--- src/rtl/thr_pkg.sv ---
// Package of constants for the track/hold routing control block
package thr_pkg;

  // Register byte offsets
  localparam logic [11:0] THR_OFS_CTRL = 12'h000;
  localparam logic [11:0] THR_OFS_HCNT = 12'h004;
  localparam logic [11:0] THR_OFS_CHAN = 12'h008;
  localparam logic [11:0] THR_OFS_STAT = 12'h00C;

  // Control register field positions
  localparam int THR_CTRL_KIND_LSB = 0;
  localparam int THR_CTRL_SRC_LSB = 4;
  localparam int THR_CTRL_FWD_LSB = 8;
  localparam int THR_CTRL_TH_BIT = 12;

  // Channel register field positions
  localparam int THR_CHAN_SEL_LSB = 0;
  localparam int THR_CHAN_TEMP_BIT = 8;
  localparam int THR_CHAN_OUTEN_BIT = 9;
  localparam int THR_CHAN_BPOUT_BIT = 10;

  // Status register field positions
  localparam int THR_STAT_HOLD_BIT = 0;
  localparam int THR_STAT_CTR_BIT = 1;
  localparam int THR_STAT_BP_BIT = 2;
  localparam int THR_STAT_SRCERR_BIT = 3;
  localparam int THR_STAT_BPERR_BIT = 4;
  localparam int THR_STAT_CNT_LSB = 8;

  // Operation kind codes
  localparam logic [1:0] THR_KIND_NONE = 2'h0;
  localparam logic [1:0] THR_KIND_SINGLE = 2'h1;
  localparam logic [1:0] THR_KIND_SCAN = 2'h2;

  // Hold source codes
  localparam logic [1:0] THR_SRC_COUNTER = 2'h0;
  localparam logic [1:0] THR_SRC_EXTPIN = 2'h1;
  localparam logic [1:0] THR_SRC_BACKPLANE = 2'h2;

  // Forwarding codes
  localparam logic [1:0] THR_FWD_NONE = 2'h0;
  localparam logic [1:0] THR_FWD_BOARD = 2'h1;
  localparam logic [1:0] THR_FWD_BACKPLANE = 2'h2;

  // Reset values and hold count limit
  localparam logic [31:0] THR_CTRL_RST = 32'h0000_0000;
  localparam logic [8:0] THR_HCNT_RST = 9'h001;
  localparam logic [8:0] THR_HCNT_MAX = 9'h100;

  // Track/hold mode of the sampler
  typedef enum logic {THR_TRACK, THR_HOLD} thr_mode_e;

endpackage

--- src/rtl/thr_edge.sv ---
// Rising edge detector for the selected hold source
`timescale 1ns/1ns
`default_nettype none
module thr_edge (
  input wire logic clk,
  input wire logic rst,
  input wire logic level,
  output logic rise
);
  typedef struct packed {
    logic prev;
  } thr_edge_s;

  thr_edge_s st, next_st;

  // Remember the level one cycle back
  always_comb begin
    next_st.prev = level;
  end

  always_ff @(posedge clk) begin
    if (rst) begin
      st <= '0;
    end else begin
      st <= next_st;
    end
  end

  assign rise = level & ~st.prev;
endmodule
`default_nettype wire

--- src/rtl/thr_hold_cnt.sv ---
// Hold enable counter: counts module enablings down to the return to track
`timescale 1ns/1ns
`default_nettype none
module thr_hold_cnt import thr_pkg::*; #(
  parameter int W = 9
) (
  input wire logic clk,
  input wire logic rst,
  input wire logic load,
  input wire logic [W-1:0] load_val,
  input wire logic enable_rise,
  output logic done,
  output logic [W-1:0] count
);
  typedef struct packed {
    logic [W-1:0] cnt;
  } thr_cnt_s;

  thr_cnt_s st, next_st;

  // Load wins over a count in the same cycle, so a new interval starts afresh
  always_comb begin
    next_st = st;
    done = 1'b0;
    if (load) begin
      next_st.cnt = load_val;
    end else if (enable_rise && st.cnt != '0) begin
      next_st.cnt = st.cnt - W'(1);
      done = (st.cnt == W'(1));
    end
  end

  always_ff @(posedge clk) begin
    if (rst) begin
      st <= '0;
    end else begin
      st <= next_st;
    end
  end

  assign count = st.cnt;
endmodule
`default_nettype wire

--- src/rtl/thr_ctrl.sv ---
// Track/hold routing control: APB registers, source select, forwarding
`timescale 1ns/1ns
`default_nettype none
module thr_ctrl import thr_pkg::*; #(
  parameter int CHAN_W = 8,
  parameter int CNT_W = 9
) (
  input wire logic CLK,
  input wire logic SYS_RST,
  // APB slave
  input wire logic PSEL,
  input wire logic PENABLE,
  input wire logic PWRITE,
  input wire logic [11:0] PADDR,
  input wire logic [31:0] PWDATA,
  output logic [31:0] PRDATA,
  output logic PREADY,
  output logic PSLVERR,
  // System straps and link side
  input wire logic CABLED,
  input wire logic MUXED_TEMPERATURE_CONFIGURATION,
  input wire logic BOARD_COUNTER_OUT,
  input wire logic EXT_HOLD_TRIGGER_PIN_IN,
  input wire logic BP_TRIG_IN,
  input wire logic BP_TRIG_BUSY,
  input wire logic BP_OUT_BUSY,
  input wire logic MODULE_ENABLE,
  output logic BOARD_COUNTER_DRIVE,
  output logic BOARD_COUNTER_DRIVE_EN,
  output logic EXT_HOLD_TRIGGER_PIN_OUT,
  output logic EXT_HOLD_TRIGGER_PIN_OE,
  output logic BP_TRIG_OUT,
  output logic BP_TRIG_OE,
  output logic SCAN_TIMER_DRIVE,
  output logic COUNTER_RESERVED,
  output logic BP_TRIG_CLAIMED,
  output logic HOLD,
  output logic [CHAN_W-1:0] CHANNEL_SELECT,
  output logic TEMP_SENSOR_SELECT,
  output logic MODULE_OUTPUT_EN,
  output logic BP_ANALOG_OUT_EN,
  output logic BP_ANALOG_RELEASE
);
  typedef struct packed {
    logic [1:0] kind;
    logic [1:0] src;
    logic [1:0] fwd;
    logic th_cmd;
    logic [CNT_W-1:0] hcnt;
    logic [CHAN_W-1:0] chan;
    logic temp_sel;
    logic out_en;
    logic bp_out;
    logic src_err;
    logic bp_err;
    logic ctr_res;
    logic bp_claim;
    thr_mode_e mode;
    logic [31:0] rdata;
    logic bp_release;
  } thr_ctrl_s;

  thr_ctrl_s st, next_st;
  logic wr, rd;
  logic src_level, src_rise, cnt_done, hold_entry;
  logic [CNT_W-1:0] cnt_val;
  logic active;
  logic [1:0] w_kind, w_src, w_fwd;
  logic [CHAN_W-1:0] w_chan;

  // A transfer completes in its first access cycle; no wait states
  assign wr = PSEL & PENABLE & PWRITE;
  assign rd = PSEL & PENABLE & ~PWRITE;
  assign PREADY = 1'b1;
  assign PSLVERR = 1'b0;
  assign active = (st.kind != THR_KIND_NONE);
  assign w_kind = PWDATA[THR_CTRL_KIND_LSB +: 2];
  assign w_src = PWDATA[THR_CTRL_SRC_LSB +: 2];
  assign w_fwd = PWDATA[THR_CTRL_FWD_LSB +: 2];
  assign w_chan = PWDATA[THR_CHAN_SEL_LSB +: CHAN_W];

  // Selected hold source level
  always_comb begin
    unique case (st.src)
      THR_SRC_COUNTER: src_level = BOARD_COUNTER_OUT;
      THR_SRC_EXTPIN: src_level = EXT_HOLD_TRIGGER_PIN_IN;
      THR_SRC_BACKPLANE: src_level = BP_TRIG_IN;
      default: src_level = 1'b0;
    endcase
  end

  thr_edge u_edge (
    .clk(CLK),
    .rst(SYS_RST),
    .level(src_level),
    .rise(src_rise)
  );

  // Scan entry into hold reloads the enable counter
  assign hold_entry = (st.kind == THR_KIND_SCAN) && src_rise;

  thr_hold_cnt #(.W(CNT_W)) u_cnt (
    .clk(CLK),
    .rst(SYS_RST),
    .load(hold_entry),
    .load_val(st.hcnt),
    .enable_rise(MODULE_ENABLE && st.mode == THR_HOLD && st.kind == THR_KIND_SCAN),
    .done(cnt_done),
    .count(cnt_val)
  );

  // Register writes, configuration checks and track/hold state
  always_comb begin
    next_st = st;
    next_st.bp_release = 1'b0;
    if (wr) begin
      unique case (PADDR)
        THR_OFS_CTRL: begin
          next_st.kind = w_kind;
          next_st.th_cmd = PWDATA[THR_CTRL_TH_BIT];
          if (w_kind == THR_KIND_NONE) begin
            // Free everything; selections are not taken in this kind
            next_st.ctr_res = 1'b0;
            next_st.bp_claim = 1'b0;
            next_st.src_err = 1'b0;
            next_st.bp_err = 1'b0;
            next_st.mode = THR_TRACK;
          end else begin
            next_st.src = w_src;
            next_st.fwd = w_fwd;
            // Counter source needs a cable to a board
            next_st.src_err = (w_src == THR_SRC_COUNTER && !CABLED) ||
                              (w_src == 2'h3) || (w_kind == 2'h3);
            // Counter is reserved when the pin or, with a cable, the counter drives hold
            next_st.ctr_res = (w_src == THR_SRC_COUNTER && CABLED) ||
                              (w_src == THR_SRC_EXTPIN);
            // A second driver on the backplane line is refused
            if (w_fwd == THR_FWD_BACKPLANE && w_src != THR_SRC_BACKPLANE) begin
              next_st.bp_err = BP_TRIG_BUSY && !st.bp_claim;
              next_st.bp_claim = !(BP_TRIG_BUSY && !st.bp_claim);
            end else begin
              next_st.bp_err = 1'b0;
              next_st.bp_claim = 1'b0;
            end
          end
        end
        THR_OFS_HCNT: begin
          // Count 0 is out of range and clamps to 1; above 256 clamps to 256
          if (PWDATA[CNT_W-1:0] == '0) begin
            next_st.hcnt = CNT_W'(1);
          end else if (PWDATA[CNT_W-1:0] > THR_HCNT_MAX) begin
            next_st.hcnt = THR_HCNT_MAX;
          end else begin
            next_st.hcnt = PWDATA[CNT_W-1:0];
          end
        end
        THR_OFS_CHAN: begin
          // Setup releases the earlier backplane driver before taking it
          next_st.bp_release = PWDATA[THR_CHAN_BPOUT_BIT] && BP_OUT_BUSY;
          next_st.out_en = PWDATA[THR_CHAN_OUTEN_BIT];
          next_st.bp_out = PWDATA[THR_CHAN_BPOUT_BIT];
          if (&w_chan) begin
            next_st.temp_sel = MUXED_TEMPERATURE_CONFIGURATION;
            next_st.chan = st.chan;
          end else begin
            next_st.temp_sel = 1'b0;
            next_st.chan = w_chan;
          end
        end
        default: begin
        end
      endcase
    end
    // Track/hold state per operation kind
    if (st.kind == THR_KIND_SINGLE) begin
      // Command through the counter source, else follow source level
      if (st.src == THR_SRC_COUNTER) begin
        next_st.mode = st.th_cmd ? THR_HOLD : THR_TRACK;
      end else begin
        next_st.mode = src_level ? THR_HOLD : THR_TRACK;
      end
    end else if (st.kind == THR_KIND_SCAN) begin
      if (src_rise) begin
        next_st.mode = THR_HOLD;
      end else if (cnt_done) begin
        next_st.mode = THR_TRACK;
      end
    end else begin
      next_st.mode = THR_TRACK;
    end
    // Read data is registered for the access phase
    next_st.rdata = '0;
    if (PSEL && !PENABLE && !PWRITE) begin
      unique case (PADDR)
        THR_OFS_CTRL: begin
          next_st.rdata[THR_CTRL_KIND_LSB +: 2] = st.kind;
          next_st.rdata[THR_CTRL_SRC_LSB +: 2] = st.src;
          next_st.rdata[THR_CTRL_FWD_LSB +: 2] = st.fwd;
          next_st.rdata[THR_CTRL_TH_BIT] = st.th_cmd;
        end
        THR_OFS_HCNT: next_st.rdata[CNT_W-1:0] = st.hcnt;
        THR_OFS_CHAN: begin
          next_st.rdata[THR_CHAN_SEL_LSB +: CHAN_W] = st.chan;
          next_st.rdata[THR_CHAN_TEMP_BIT] = st.temp_sel;
          next_st.rdata[THR_CHAN_OUTEN_BIT] = st.out_en;
          next_st.rdata[THR_CHAN_BPOUT_BIT] = st.bp_out;
        end
        THR_OFS_STAT: begin
          next_st.rdata[THR_STAT_HOLD_BIT] = (st.mode == THR_HOLD);
          next_st.rdata[THR_STAT_CTR_BIT] = st.ctr_res;
          next_st.rdata[THR_STAT_BP_BIT] = st.bp_claim;
          next_st.rdata[THR_STAT_SRCERR_BIT] = st.src_err;
          next_st.rdata[THR_STAT_BPERR_BIT] = st.bp_err;
          next_st.rdata[THR_STAT_CNT_LSB +: CNT_W] = cnt_val;
        end
        default: begin
        end
      endcase
    end
  end

  always_ff @(posedge CLK) begin
    if (SYS_RST) begin
      st <= '0;
      st.hcnt <= THR_HCNT_RST;
    end else begin
      st <= next_st;
    end
  end

  // Outputs; forwarding is suppressed when the source already is the target
  always_comb begin
    BOARD_COUNTER_DRIVE_EN = active && st.fwd == THR_FWD_BOARD &&
                             st.src == THR_SRC_BACKPLANE;
    EXT_HOLD_TRIGGER_PIN_OE = active && st.fwd == THR_FWD_BOARD &&
                              st.src == THR_SRC_BACKPLANE;
    BP_TRIG_OE = active && st.bp_claim;
    // Scan timer follows the external pin while scanning from it
    SCAN_TIMER_DRIVE = st.kind == THR_KIND_SCAN && st.src == THR_SRC_EXTPIN &&
                       EXT_HOLD_TRIGGER_PIN_IN;
  end

  assign BOARD_COUNTER_DRIVE = src_level;
  assign EXT_HOLD_TRIGGER_PIN_OUT = src_level;
  assign BP_TRIG_OUT = src_level;
  assign COUNTER_RESERVED = active && st.ctr_res;
  assign BP_TRIG_CLAIMED = active && st.bp_claim;
  assign HOLD = (st.mode == THR_HOLD);
  assign CHANNEL_SELECT = st.chan;
  assign TEMP_SENSOR_SELECT = st.temp_sel;
  assign MODULE_OUTPUT_EN = st.out_en;
  assign BP_ANALOG_OUT_EN = st.bp_out && !st.bp_release;
  assign BP_ANALOG_RELEASE = st.bp_release;
  assign PRDATA = st.rdata;
endmodule
`default_nettype wire

--- config.mk ---
export PLATFORM = sky130hd
export DESIGN_NAME = thr_ctrl
export DESIGN_NICKNAME = d
export VERILOG_FILES = /design/src/rtl/thr_pkg.sv /design/src/rtl/thr_edge.sv /design/src/rtl/thr_hold_cnt.sv /design/src/rtl/thr_ctrl.sv
export SDC_FILE = /design/constraint.sdc
export NUM_CORES = 1
export LEC_CHECK = 0
export BUFFER_PORTS_ARGS = -buffer_cell sky130_fd_sc_hd__buf_4
export CORE_UTILIZATION = 50
export DETAILED_ROUTE_END_ITERATION = 16
export GPL_TIMING_DRIVEN = 0
export PLACE_DENSITY = 0.84
export SLEW_MARGIN = 5
export SYNTH_ARGS = -nofsm -noshare
export SYNTH_HDL_FRONTEND = slang
export SYNTH_SLANG_ARGS = --single-unit
--- constraint.sdc ---
create_clock -name CLK -period 2.35 [get_ports CLK]
set_clock_uncertainty 0.1 [all_clocks]
set_input_delay 0.235 -clock CLK [delete_from_list [all_inputs] [get_ports CLK]]
set_output_delay 0.235 -clock CLK [all_outputs]
set_load 0.01 [all_outputs]
==> metrics.csv <==
metric,value,unit
status,"complete, no violations",
ios,113,
yosysTopAreaCell,dfxtp_1,
dp_hpwl,6110,µm
grt_max_degree,12,
final_hold_viol_count,0,
slew_headroom,0.539,
worst_setup_path_start_kind,flop,
dp_slack,-206,ps
std_cell_rows,28,
ys_types,48,
worst_slew_pin_slew,685,ps
period_share,0.932,
yosysTopAreaCellShare,0.386,
rsz0062_at_grt,false,
p_per_area,529,nW/µm²
clk_transition_reported_paths,70,ps
first_global_vias,2657,
gp_congestion,0.913,
post_synth_inst_count,366,
grt_pass1_wl,12500,µm
die_w,80.9,µm
p_leak,1.71,nW
crit_path_end_kind,flop,
yosys.area_share.simple,0.237,
io_buffers,69,
cts_tree,done,
path_cells,mux2i_1 > a2bb2oi_2 > or3_1 > clkbuf_2 > nor2_1 > a211oi_1,
core,5960,µm²
final-setup-viol-count,0,
min_path_type,in2reg,
maxCapViolations,0,
arrival,2330,ps
synth_edf_count,0,
drtPass1Iterations,5,
synth_xor_area_frac,0.0141,
max-vdd-ir-drop,367,µV
clock.fmax,0.457,GHz
initialDrtViolationCount,279,
drive_above_1_share,0.310,
root_buffer,clkbuf_8,
yosysMostFrequentCell,dfxtp_1,
synth-adder-area-share,0.0121,
area_growth,28.1,%
critPathKind,reg2reg,
dieArea,6540,µm²
synth_warnings,0,
antenna_found_initial,0,
synth-seq-cells,60,
whs,36.8,ps
required,2490,ps
diodes,0,
worstPathMaxFanout,10,
drc_errors,0,
max_stage_delay,500,ps
clockBufferDepth,2,
finalWorstSetupSlack,160,ps
finalCoreUtilization,0.669,
final_nets,519,
insertion_delay,340,ps
cts.sinks,60,
post_cts_buffers,0,
syn-mean-instance-area,8.50,µm²
h-tree-depth,3,
die_h,80.9,µm
synth_top_cells_by_count,"dfxtp_1, buf_4, nor2_1",
crit_slowest_cell,dfxtp_1,
ys_seq_area_frac,0.386,
wl_per_cell,15.3,µm
crit_family,compound AO/OA/AOI/OAI gates,
cts_buffers,9,
synth_top_family_by_area,simple AND/OR/NAND/NOR gates,
slew_violations,0,
async_reset_ff_frac,0,
viasPerCell,5.43,
grt_use_total,0.257,
start_util,0.522,
syn_area,3110,µm²
routed_wl,8270,µm
synth_compound_area_frac,0.114,
grt_overflow_total,0,
critPathBufInv,1,
synthMuxAreaShare,0.0897,
vias,2929,
yosys_most_used_dff,dfxtp_1,
postRouteAntennaNets,0,
synthTopCellsByArea,"dfxtp_1, buf_4, mux2i_1",
period_needed,2190,ps
[path summary, 6_finish.rpt]
kind                       start                      endpoint  slack [ps]  depth (start not counted)
min                  BP_OUT_BUSY  BP_ANALOG_RELEASE$_SDFF_PP0_          40                          3
max reg2reg  st[61]$_SDFFE_PP0P_   u_cnt.count[3]$_SDFFE_PP0P_         160                          6
max          st[61]$_SDFFE_PP0P_   u_cnt.count[3]$_SDFFE_PP0P_         160                          6
min reg2reg  st[36]$_SDFFE_PP0P_           st[36]$_SDFFE_PP0P_         370                          2
[cell type report]
| class | count | area [µm²] |
|---|---|---|
| buffer | 66 | 423 |
| clock buffer | 10 | 138 |
| inverter | 5 | 18.8 |
| sequential | 60 | 1200 |
| clock inverter | 6 | 63.8 |
| fill | 508 | 1970 |
| multi-input combinational | 248 | 1530 |
| timing repair buffer | 69 | 518 |
| tap | 75 | 93.8 |
[repair_timing]
item | in CTS | in global routing
setup endpoints to repair | 9 | 2
hold buffers | 0 | 0
gates cloned | 0 | 0
gates resized for setup | 2 | 1
[routing by layer]
layer  global-route usage  up-vias  routed length [µm]
li1                     -     1394                   -
met1                0.318     1336                3340
met2                0.434      178                4000
met3               0.0461       21                 739
met4                0.116        0                 191
met5                    0        -                   0
[cells by family after synthesis]
family | after synthesis
flops | 60
mux | 25
compound gates | 56
fa+ha+maj | 3
buf+inv | 73
simple gates | 142
other cells | 2
xor+xnor | 5
[sequential cells by signal, summed over array words and instances, names as in the netlist]
register and flops:
PRDATA 17, u_edge.st 1, TEMP_SENSOR_SELECT 1, CHANNEL_SELECT 8, u_cnt.count 9, st 21
HOLD 1, MODULE_OUTPUT_EN 1, BP_ANALOG_RELEASE 1
[worst reg2reg max path, delay by kind of cell, from the launching register on]
kind                   cells  cell delay (ps)
AO/OA/AOI/OAI              2              510
buffers and inverters      1              290
flip-flops                 1              500
multiplexers               1              270
AND/OR/NAND/NOR            2              420
[per-stage QoR]
stage               setup TNS (ps)  instance area (µm²)  total power, mW  cells
floorplan                        0                 3170             1.13    381
global placement             -1400                 3780             1.20    525
detailed placement           -2410                 3780             1.20    525
CTS                              0                 3980             2.10    540
global route                     0                 3980             2.16    539
finish                           0                 3980             2.11    539
[placed cells by master, fill, tap and decap left out, types with 3 or more instances in the layout]
| master | count |
|---|---|
| and2_1 | 6 |
| nor2b_1 | 7 |
| ha_1 | 3 |
| inv_1 | 5 |
| or4_1 | 3 |
| mux2i_1 | 20 |
| nor3_1 | 9 |
| clkbuf_1 | 17 |
| o21ai_0 | 7 |
| clkbuf_8 | 10 |
| nand3_1 | 6 |
| xor2_1 | 3 |
| nand2b_1 | 3 |
| nand2_1 | 30 |
| nand4_1 | 3 |
| nand3b_1 | 8 |
| conb_1 | 17 |
| nor3b_1 | 3 |
| or3_1 | 4 |
| a211oi_1 | 7 |
| nor4_1 | 5 |
| a22oi_1 | 4 |
| dfxtp_1 | 60 |
| nor2_1 | 43 |
| mux2_2 | 3 |
| and3_1 | 5 |
| a21oi_1 | 22 |
| buf_4 | 115 |
[where the power goes]
group          switching (mW)  leakage [nW]  internal, mW
sequential           0.000550         0.483          1.02
combinational          0.0880          1.13        0.0761
clock                   0.410        0.0983         0.515
Note: power is estimated with default switching activity, not from simulation.
